<file path="config.mk">
export PLATFORM = sky130hd
export DESIGN_NAME = fswds_top
export DESIGN_NICKNAME = d
export VERILOG_FILES = /design/src/include/fswds_pkg.sv /design/src/logic/fswds_sync.sv /design/src/logic/fswds_top.sv
export SDC_FILE = /design/constraint.sdc
export NUM_CORES = 1
export LEC_CHECK = 0
export BUFFER_PORTS_ARGS = -buffer_cell sky130_fd_sc_hd__buf_4
export CAP_MARGIN = 0
export CORE_MARGIN = 2
export CORE_UTILIZATION = 54
export DETAILED_ROUTE_END_ITERATION = 12
export PLACE_DENSITY = 0.71
export SLEW_MARGIN = 20
export SYNTH_ARGS = -nofsm -noshare
export SYNTH_HDL_FRONTEND = slang
export SYNTH_HIERARCHICAL = 1
export SYNTH_SLANG_ARGS = --single-unit
</file>
<file path="constraint.sdc">
create_clock -name ref_clk_in -period 4.7 [get_ports ref_clk_in]
set_clock_uncertainty 0.15 [all_clocks]
set_input_delay 0 -clock ref_clk_in [delete_from_list [all_inputs] [get_ports ref_clk_in]]
set_output_delay 0 -clock ref_clk_in [all_outputs]
set_load 0.02 [all_outputs]
</file>
<file path="src/include/fswds_pkg.sv">
// Package of constants and carrier types for the failsafe watchdog supervisor.
// Behaviour
// - Without clears: warning after one timeout, reset after two; reset held.
// - Default timeout interval and power-on reset delay are both 10 ms.
// - Power-on sequence needs supply good and input above upper threshold.
// - Input below middle threshold drives the power-fail warning active.
// - Input below lowest threshold drives system reset active.
// - Falling edge on timer clear zeroes timer and returns warning high.
// - Warning toggles each interval, low first; reset at end of low phase.
// - Clears ignored in power-on delay; watchdog runs after reset release.
// - Drop below lowest forces reset and power fail low, warning disabled.
`default_nettype none
package fswds_pkg;
	// ************************************************************
	// Timing
	// ************************************************************
	localparam int unsigned CLK_PERIOD_NS   = 50;
	localparam int unsigned TIMEOUT_MS      = 10;
	localparam int unsigned TIMEOUT_CYCLES  =
		(TIMEOUT_MS * 1000000) / CLK_PERIOD_NS;
	localparam int unsigned CLR_PULSE_NS    = 150;
	localparam int unsigned CLR_PULSE_CYC   =
		(CLR_PULSE_NS + CLK_PERIOD_NS - 1) / CLK_PERIOD_NS;
	localparam int unsigned CNT_W           = 24;

	// ************************************************************
	// Types
	// ************************************************************
	typedef enum logic [2:0] {
		FSWDS_OFF  = 3'b000,
		FSWDS_POR  = 3'b001,
		FSWDS_RUN  = 3'b011,
		FSWDS_WARN = 3'b010,
		FSWDS_HALT = 3'b110
	} fswds_state_t;

	typedef struct packed {
		logic supply_good;
		logic above_upper;
		logic above_middle;
		logic above_lowest;
		logic clear_n;
	} fswds_sense_t;

	typedef struct packed {
		logic timeout_warning_n;
		logic power_fail_n;
		logic system_reset_n;
	} fswds_outs_t;
endpackage : fswds_pkg
`default_nettype wire

</file>
<file path="src/logic/fswds_sync.sv">
// Two-flip-flop synchroniser for one level.
`default_nettype none
module fswds_sync #(
	parameter logic RESET_VAL = 1'b0
) (
	input  wire logic clk_in,
	input  wire logic rst_in,
	input  wire logic ce_in,
	input  wire logic d_in,
	output logic      q_out
);
	logic meta_r;

	always_ff @(posedge clk_in or posedge rst_in) begin
		if (rst_in) begin
			meta_r <= RESET_VAL;
			q_out  <= RESET_VAL;
		end else if (ce_in) begin
			meta_r <= d_in;
			q_out  <= meta_r;
		end
	end
endmodule : fswds_sync
`default_nettype wire

</file>
<file path="src/logic/fswds_top.sv">
// Failsafe watchdog with supply supervisor, device side.
`default_nettype none
module fswds_top #(
	parameter int unsigned TIMEOUT_CYC = fswds_pkg::TIMEOUT_CYCLES
) (
	input  wire logic ref_clk_in,
	input  wire logic rst_in,
	input  wire logic clk_en_in,
	input  wire logic supply_good_in,
	input  wire logic above_upper_in,
	input  wire logic above_middle_in,
	input  wire logic above_lowest_in,
	input  wire logic timer_clear_n_in,
	output logic      timeout_warning_n_out,
	output logic      power_fail_n_out,
	output logic      system_reset_n_out
);
	// ************************************************************
	// Input synchronisers
	// ************************************************************
	fswds_pkg::fswds_sense_t raw_s;
	fswds_pkg::fswds_sense_t sync_s;

	assign raw_s = '{supply_good  : supply_good_in,
	                 above_upper  : above_upper_in,
	                 above_middle : above_middle_in,
	                 above_lowest : above_lowest_in,
	                 clear_n      : timer_clear_n_in};

	genvar gi;
	generate
		for (gi = 0; gi < 5; gi++) begin : g_sync
			fswds_sync #(.RESET_VAL(gi == 0)) u_sync (
				.clk_in (ref_clk_in),
				.rst_in (rst_in),
				.ce_in  (clk_en_in),
				.d_in   (raw_s[gi]),
				.q_out  (sync_s[gi])
			);
		end
	endgenerate

	// ************************************************************
	// Clear edge detect
	// ************************************************************
	logic clear_d_r;
	logic clear_ev;

	always_ff @(posedge ref_clk_in or posedge rst_in) begin
		if (rst_in) begin
			clear_d_r <= 1'b1;
		end else if (clk_en_in) begin
			clear_d_r <= sync_s.clear_n;
		end
	end

	// Falling edge of the synchronised clear, a 150 ns low pulse spans
	// at least CLR_PULSE_CYC samples so it is seen.
	assign clear_ev = clear_d_r & ~sync_s.clear_n;

	// ************************************************************
	// Timer and state machine
	// ************************************************************
	fswds_pkg::fswds_state_t state_r;
	fswds_pkg::fswds_state_t state_nxt;
	logic [fswds_pkg::CNT_W-1:0] cnt_r;
	logic [fswds_pkg::CNT_W-1:0] cnt_nxt;
	logic                        expire;
	logic                        restart;

	assign expire = (cnt_r == fswds_pkg::CNT_W'(TIMEOUT_CYC - 1));

	always_comb begin
		state_nxt = state_r;
		restart   = 1'b0;
		case (state_r)
			fswds_pkg::FSWDS_OFF: begin
				if (sync_s.supply_good && sync_s.above_upper) begin
					state_nxt = fswds_pkg::FSWDS_POR;
					restart   = 1'b1;
				end
			end
			fswds_pkg::FSWDS_POR: begin
				// Clears have no effect here.
				if (expire) begin
					state_nxt = fswds_pkg::FSWDS_RUN;
					restart   = 1'b1;
				end
			end
			fswds_pkg::FSWDS_RUN: begin
				if (clear_ev) begin
					restart = 1'b1;
				end else if (expire) begin
					state_nxt = fswds_pkg::FSWDS_WARN;
					restart   = 1'b1;
				end
			end
			fswds_pkg::FSWDS_WARN: begin
				if (clear_ev) begin
					state_nxt = fswds_pkg::FSWDS_RUN;
					restart   = 1'b1;
				end else if (expire) begin
					state_nxt = fswds_pkg::FSWDS_HALT;
					restart   = 1'b1;
				end
			end
			fswds_pkg::FSWDS_HALT: begin
				if (clear_ev) begin
					state_nxt = fswds_pkg::FSWDS_RUN;
					restart   = 1'b1;
				end else if (expire) begin
					restart = 1'b1;
				end
			end
			default: begin
				state_nxt = fswds_pkg::FSWDS_OFF;
			end
		endcase
		// Loss of supply or a drop below the lowest threshold wins.
		if (!sync_s.supply_good ||
		    (state_r != fswds_pkg::FSWDS_OFF && !sync_s.above_lowest)) begin
			state_nxt = fswds_pkg::FSWDS_OFF;
			restart   = 1'b1;
		end
	end

	always_comb begin
		if (restart) begin
			cnt_nxt = '0;
		end else begin
			cnt_nxt = cnt_r + 1'b1;
		end
	end

	always_ff @(posedge ref_clk_in or posedge rst_in) begin
		if (rst_in) begin
			state_r <= fswds_pkg::FSWDS_OFF;
		end else if (clk_en_in) begin
			state_r <= state_nxt;
		end
	end

	always_ff @(posedge ref_clk_in or posedge rst_in) begin
		if (rst_in) begin
			cnt_r <= '0;
		end else if (clk_en_in) begin
			cnt_r <= cnt_nxt;
		end
	end

	// ************************************************************
	// Square wave phase in halt
	// ************************************************************
	logic phase_r;

	always_ff @(posedge ref_clk_in or posedge rst_in) begin
		if (rst_in) begin
			phase_r <= 1'b0;
		end else if (clk_en_in) begin
			if (state_nxt != fswds_pkg::FSWDS_HALT) begin
				phase_r <= 1'b0;
			end else if (state_r == fswds_pkg::FSWDS_WARN) begin
				phase_r <= 1'b1;
			end else if (expire) begin
				phase_r <= ~phase_r;
			end
		end
	end

	// ************************************************************
	// Power-fail latch
	// ************************************************************
	logic save_ok_r;

	always_ff @(posedge ref_clk_in or posedge rst_in) begin
		if (rst_in) begin
			save_ok_r <= 1'b0;
		end else if (clk_en_in) begin
			if (!sync_s.supply_good || !sync_s.above_middle) begin
				save_ok_r <= 1'b0;
			end else if (sync_s.above_upper) begin
				save_ok_r <= 1'b1;
			end
		end
	end

	// ************************************************************
	// Registered outputs
	// ************************************************************
	always_ff @(posedge ref_clk_in or posedge rst_in) begin
		if (rst_in) begin
			timeout_warning_n_out <= 1'b1;
			power_fail_n_out      <= 1'b0;
			system_reset_n_out    <= 1'b0;
		end else if (clk_en_in) begin
			case (state_nxt)
				fswds_pkg::FSWDS_WARN: begin
					timeout_warning_n_out <= 1'b0;
					system_reset_n_out    <= 1'b1;
				end
				fswds_pkg::FSWDS_HALT: begin
					timeout_warning_n_out <= phase_r ^ expire;
					system_reset_n_out    <= 1'b0;
				end
				fswds_pkg::FSWDS_RUN: begin
					timeout_warning_n_out <= 1'b1;
					system_reset_n_out    <= 1'b1;
				end
				default: begin
					timeout_warning_n_out <= 1'b1;
					system_reset_n_out    <= 1'b0;
				end
			endcase
			power_fail_n_out <= save_ok_r && sync_s.above_middle &&
				state_nxt != fswds_pkg::FSWDS_OFF;
		end
	end
endmodule : fswds_top
`default_nettype wire

</file>
==> results of run 1 <==
==> worst max-delay path by stage <==
stage | endpoint | cells after the start | start | slack (ns)
3_3_place_gp | cnt_r[5] | 6 | cnt_r[0] | 2.01
3_5_place_dp | cnt_r[6] | 6 | cnt_r[0] | 1.88
6_report | cnt_r[6] | 6 | cnt_r[0] | 1.86
2_1_floorplan | cnt_r[10] | 7 | cnt_r[0] | 2.52
4_1_cts | cnt_r[6] | 6 | cnt_r[0] | 1.88
5_1_grt | cnt_r[22] | 6 | cnt_r[0] | 1.60
==> critical path: cells and delay by family (launching register included) <==
kind / cells / cell delay [ns]
simple gates: 4 / 1.21
compound gates: 1 / 0.67
flops: 1 / 0.40
fa+ha+maj: 1 / 0.26
==> state kept, by name, indices dropped and copies added, names as in the netlist <==
| name | cells |
|---|---|
| cnt_r | 24 |
| g_sync.u_sync/meta_r | 5 |
| g_sync.u_sync/q_out | 5 |
| state_r | 3 |
| clear_d_r | 1 |
| phase_r | 1 |
| power_fail_n_out | 1 |
| save_ok_r | 1 |
| system_reset_n_out | 1 |
| timeout_warning_n_out | 1 |
==> kinds of logic (layout without fill, tap and decap cells) <==
family | after synthesis | in the layout | share of synthesized area
xor gates and xnor gates | 15 | 15 | 0.05664
buffers and inverters | 23 | 43 | 0.05663
and+or+nand+nor | 98 | 98 | 0.2406
muxes | 11 | 11 | 0.05340
adders and majority gates | 1 | 1 | 0.005393
DFF | 43 | 43 | 0.4660
AOI/OAI and AO/OA | 43 | 43 | 0.1214
==> area by class of cell <==
cell class                      count  share of cell area
Clock buffer                        8             0.03874
Tap cell                           50             0.02421
Sequential cell                    43              0.4184
Inverter                           14             0.02034
Multi-Input combinational cell    168              0.4286
Timing Repair Buffer               21             0.06973
==> per-stage QoR <==
stage                     power, mW  hold WS [ns]
after floorplan              0.4910       -0.4088
after CTS                    0.7700        0.3273
final                        0.7639        0.3452
after global routing         0.8036        0.3384
after detailed placement     0.5140       -0.2489
after global placement       0.5098       -0.2531
==> timing repair <==
item                                    in CTS  in global routing
hold buffers                                 9                  0
resized for setup                            0                  0
buffers inserted                             0                  0
endpoints found under the hold margin       47                  0
endpoints found under the setup margin       0                  0
==> routing by layer <==
metal	GRT usage	share of wire
met1	0.3181	0.49
met2	0.3120	0.46
met3	0.03779	0.037
met4	0.06318	0.011
met5	0	0
==> power breakdown <==
group / switching, mW / internal (mW) / leakage (nW)
sequential: 0.0206 / 0.392 / 0.566
clock: 0.117 / 0.134 / 0.0515
combinational: 0.0546 / 0.0452 / 0.454
==> cells in the final DEF (no fill, tap or decap), drive strengths merged, types with 2 or more instances in the layout <==
cell,instances
dfrtp,39
nor2,25
nand4,16
nand2,14
o21ai,14
inv,13
buf,12
mux2,11
nand3,11
a21oi,11
dlygate4sd3,9
xnor2,8
clkbuf,8
xor2,7
nor3,5
and3,5
a31oi,4
dfstp,4
nor4,4
nand2b,3
or3,3
o2bb2ai,3
and2,3
o311ai,2
nor2b,2
or4,2
and4,2
==> flow_summary.ini, run 1 <==
[clock_network]
cts_sinks = 43
htreeDepth = 2
cts_tree = done
worstSkewPairLatency_ns = 0.29
clockRootBuffer = clkbuf_8
cts_buffers = 5
cts_max_path_buffers = 2
cts.clk_slew.worst_paths_ns = 0.08

[route]
via_per_inst = 5.813
wl_per_cell_um = 15.08
drt_wl_total_um = 4583
vias = 1767
drtAntennaViolNets = 0
first_iter_violations = 156
route.detailed.drc = 0
firstDrtPassIters = 4

[min_path]
hold_path_class = primary input to register
min_path_cells = 3
holdCritStartpoint = above_middle_in
min_to = g_sync[2].u_sync/meta_r

[timing]
drv_slew = 0
finalSetupViolCount = 0
fin_crit_ns = 2.841
fmax_ghz = 0.3520
slew_headroom = 0.4902
finalCritPeriodShare = 0.6044
finalHoldViolCount = 0
grt_setup_unrepaired = false
setup_slack_ns = 1.859
worstMarginPinSlew_ns = 0.7647
setup_tns_ns = 0

[synthesis]
ys_warn_count = 6
synth_seq_cells = 43
yosys.cell_types.count = 53
avgSynthCellArea_um2 = 9.913
syn_area_um2 = 2320
synthArstFlopShare = 1.000
synth.most_common_cell = dfrtp_1
synth.top_cell.area_share = 0.4207
syn_nets = 243
yosys.area.top_type = dfrtp_1
synth_common_cells = dfrtp_1, nor2_1, nand4_1
synth.area.top_cells = dfrtp_1, mux2_2, dfstp_2, nand4_1, nor2_1
synthCells = 234
yosys_most_used_dff = dfrtp_1
synth-edff-count = 0
synth_seq_area_share = 0.4660

[cells_and_area]
diodes = 0
regArea_um2 = 1081
nNetsFinal = 262
fin_area_um2 = 2584
syn_to_final_growth_pct = 11.38
drive_gt1_frac = 0.1772
nFillCells = 334
multi_input_comb_area_um2 = 1107
final_util = 0.6368
instances_no_fill = 304

[grt]
grt.overflow.total = 0
grt_first_pass_wirelength_um = 8259
grt_max_degree = 38
antenna_found_initial = 0
grt_pass1_vias = 1748
grt.total_usage = 0.2114

[floorplanning]
die_h_um = 69.54
die_area_um2 = 4836
die_w_um = 69.54
core_area_um2 = 4058
rows = 23
start_util = 0.5717
boundaryPins = 11

[pwr]
power_density_nw_per_um2 = 295.7
irDropWorstVdd_uv = 180.8
p_leak_nw = 1.071

[place]
postPlaceCellArea_um2 = 2394
pre_cts_ws_ns = 1.880
port-buffer-count = 10
place_congestion = 0.8318
dp.cells = 287
dp_hpwl_um = 3126

[critical_path]
critical_path.max_stage_delay_ns = 0.67
r2r_end = cnt_r[6]
crit_slowest_cell = a21oi_2
required_ns = 4.69
critPathMaxFanout = 16
rrSetupSlack_ns = 1.86
end_kind = register
cp-start-kind = register
timing_worst_setup_path_type = register to register
crit_chain = ha_1 > or4b_1 > nor4_4 > nand3_2 > a21oi_2 > nor2_1
reg2reg_depth = 6
arrival_ns = 2.83
r2r_start = cnt_r[0]

[outcome]
outcome = completed

[job]
cap_violations = 0
No activity file was read; power rests on OpenSTA's default activity.
==> inputs of run 2 (changes only) <==
--- a/config.mk
+++ b/config.mk
@@ -5,6 +5,7 @@
 export SDC_FILE = /design/constraint.sdc
 export NUM_CORES = 1
 export LEC_CHECK = 0
+export ABC_AREA = 1
 export BUFFER_PORTS_ARGS = -buffer_cell sky130_fd_sc_hd__buf_4
 export CAP_MARGIN = 0
 export CORE_MARGIN = 2
==> constraint.sdc (replaced) <==
create_clock -name ref_clk_in -period 2.7 [get_ports ref_clk_in]
set_clock_uncertainty 0.15 [all_clocks]
set_input_delay 0 -clock ref_clk_in [delete_from_list [all_inputs] [get_ports ref_clk_in]]
set_output_delay 0 -clock ref_clk_in [all_outputs]
set_load 0.02 [all_outputs]
==> run 2 against run 1 <==
Design area increased by 14%. Sequential share of layout area decreased by 5.0 points. Clock power increased by 110%. Power increased by 77%. Routed wire length increased by 20%. Global-route usage increased by 2.3 points. Worst hold slack got worse by 0.19 ns. Synthesized cell count increased by 55%. First-iteration DRC count decreased by 3.2%. Sequential cell count unchanged. Sequential power increased by 67%. Critical path type unchanged. Highest routed layer unchanged.
==> flow_summary.ini, run 2 <==
[floorplanning]
start_util = 0.5552
rows = 25
die_w_um = 73.22
die_h_um = 73.22
boundaryPins = 11
core_area_um2 = 4661
die_area_um2 = 5361

[timing]
drv_slew = 0
finalCritPeriodShare = 0.7669
fmax_ghz = 0.4829
worstMarginPinSlew_ns = 0.6555
finalHoldViolCount = 0
fin_crit_ns = 2.071
slew_headroom = 0.5625
setup_slack_ns = 0.6293
holdWs_ns = 0.1582
setup_tns_ns = 0
finalSetupViolCount = 0
grt_setup_unrepaired = false

[synthesis]
synth.most_common_cell = nand2_1
synthCells = 362
synth_common_cells = nand2_1, nor2_1, dfrtp_1
synth_top_family_by_area = simple AND/OR/NAND/NOR gates
synthAdderAreaFrac = 0.004836
synth_seq_area_share = 0.4178
synth_xor_area_frac = 0.04739
syn_area_um2 = 2587
avgSynthCellArea_um2 = 7.148
synth_seq_cells = 43
synth.top_cell.area_share = 0.3772
synth.mux.area_fraction = 0
yosys.area.top_type = dfrtp_1
syn_nets = 371
synth_compound_area_frac = 0.09236
synth-edff-count = 0
synth.area.top_cells = dfrtp_1, nand2_1, nor2_1, inv_1, dfstp_2
yosys_most_used_dff = dfrtp_1
ys_warn_count = 6
synthSimpleGateAreaFrac = 0.3632
yosys.cell_types.count = 31
synthArstFlopShare = 1.000

[cells_and_area]
instances_no_fill = 440
final_common_cell = nand2_1
fin_area_um2 = 2934
largest_reg_flops = 24
final_util = 0.6295
regArea_um2 = 1081
drive_gt1_frac = 0.1425
nNetsFinal = 394
multi_input_comb_area_um2 = 1314
nFillCells = 415
layout_common_cells = nand2_1, nor2_1, dfrtp_1
top_regs = cnt_r x24, g_sync.u_sync/meta_r x5, g_sync.u_sync/q_out x5
syn_to_final_growth_pct = 13.39
diodes = 0
regMostFlops = cnt_r

[critical_path]
required_ns = 2.77
critical_path.max_stage_delay_ns = 0.41
cp-start-kind = register
crit_chain = ha_1 > nand3_2 > nor2_1 > nand4_1 > nand2_1 > nor2_2 > nand2_2 > a21oi_1
timing_worst_setup_path_type = register to register
r2r_start = cnt_r[0]
r2r_end = cnt_r[10]
arrival_ns = 2.14
critPathMaxFanout = 20
reg2reg_depth = 8
rrSetupSlack_ns = 0.63
crit_slowest_cell = dfrtp_1
end_kind = register

[grt]
met3_usage = 0.04696
gr-usage-met2 = 0.4234
grt_pass1_vias = 2194
grt.overflow.total = 0
use_met1 = 0.2820
grt.total_usage = 0.2342
antenna_found_initial = 0
grt_first_pass_wirelength_um = 9646
gr-max-usage-layer = met2
grt_max_degree = 27

[route]
route.detailed.drc = 0
first_iter_violations = 151
firstDrtPassIters = 4
wl_per_cell_um = 12.49
vias = 2260
via_per_inst = 5.136
drt_wl_total_um = 5495
drtAntennaViolNets = 0

[place]
dp.cells = 421
port-buffer-count = 10
pre_cts_ws_ns = 0.6547
place_congestion = 0.8647
postPlaceCellArea_um2 = 2706
dp_hpwl_um = 3945

[pwr]
intPower_mw = 1.022
irDropWorstVdd_uv = 352.4
pwr-share-clk = 0.386
p_comb_frac = 0.104
power_mw = 1.355
power_density_nw_per_um2 = 461.8
p_switching_mw = 0.3329
p_leak_nw = 1.388
swShare = 0.2457
sequentialPowerShare = 0.510

[clock_network]
cts_setup_buffers = 0
cts_tree = done
cts_sinks = 43
htreeDepth = 2
clockRootBuffer = clkbuf_8
worstSkewPairLatency_ns = 0.30
cts.clk_slew.worst_paths_ns = 0.08
cts_max_path_buffers = 2
cts_buffers = 5

[job]
cap_violations = 0

[outcome]
outcome = completed

[min_path]
hold_path_class = primary input to asynchronous set/reset pin
run 2: cell types whose count changed after synthesis, sizes merged, moves of 4 or more:
cell   change
nand2    +118
nand4      -8
nor4       -4
mux2      -11
inv       +26
a21oi     +11
and3       -4
nor2      +27
a31oi      -4
run 2: kinds of logic after synthesis:
| logic type | count (synthesis) |
|---|---|
| AO/OA/AOI/OAI | 37 |
| XOR/XNOR | 14 |
| adder cells (fa/ha/maj) | 1 |
| buffers and inverters | 47 |
| flip-flops | 43 |
| AND/OR/NAND/NOR | 220 |
run 2: how the worst max path moves through the flow:
stage	end	cells past startpoint	slack (ns)	startpoint
floorplan	cnt_r[2]	9	1.04	cnt_r[0]
finish	cnt_r[10]	8	0.63	cnt_r[0]
global placement	cnt_r[16]	8	0.72	cnt_r[0]
global route	cnt_r[16]	8	0.41	cnt_r[0]
CTS	cnt_r[10]	8	0.61	cnt_r[1]
detailed placement	cnt_r[10]	8	0.65	cnt_r[1]
run 2: power groups by stage:
stage               sequential [mW]  clock [mW]  combinational (mW)
finish                        0.691       0.523               0.141
detailed placement            0.703           0               0.128
global placement              0.702           0               0.124
CTS                           0.691       0.536               0.142
global route                  0.695       0.567               0.160
floorplan                     0.700           0              0.0967
run 2: worst max-delay path: cells and delay by family (launching register included):
kind	cells	cell delay, ns
AO/OA/AOI/OAI	1	0.27
flip-flops	1	0.41
AND/OR/NAND/NOR	6	0.91
adder cells (fa/ha/maj)	1	0.24
run 2: metal layers:
layer  up-vias  part of all wire
met5         -                 0
met1      1039              0.44
met4         0            0.0076
met2        41              0.52
met3         4             0.035
li1       1176                 -
run 2: what timing repair did:
action                                  in CTS  in global routing
gates resized for setup                      0                  0
endpoints found under the hold margin       48                  0
hold buffers                                11                  0
endpoints found under the setup margin       0                  0
run 2: layout make-up:
type                       instances  share of cell area
multi-input combinational        272              0.4478
tap                               54             0.02303
clock buffer                       6             0.02815
inverter                          39             0.04989
timing repair buffer              24             0.07079
clock inverter                     2             0.01194
sequential                        43              0.3684
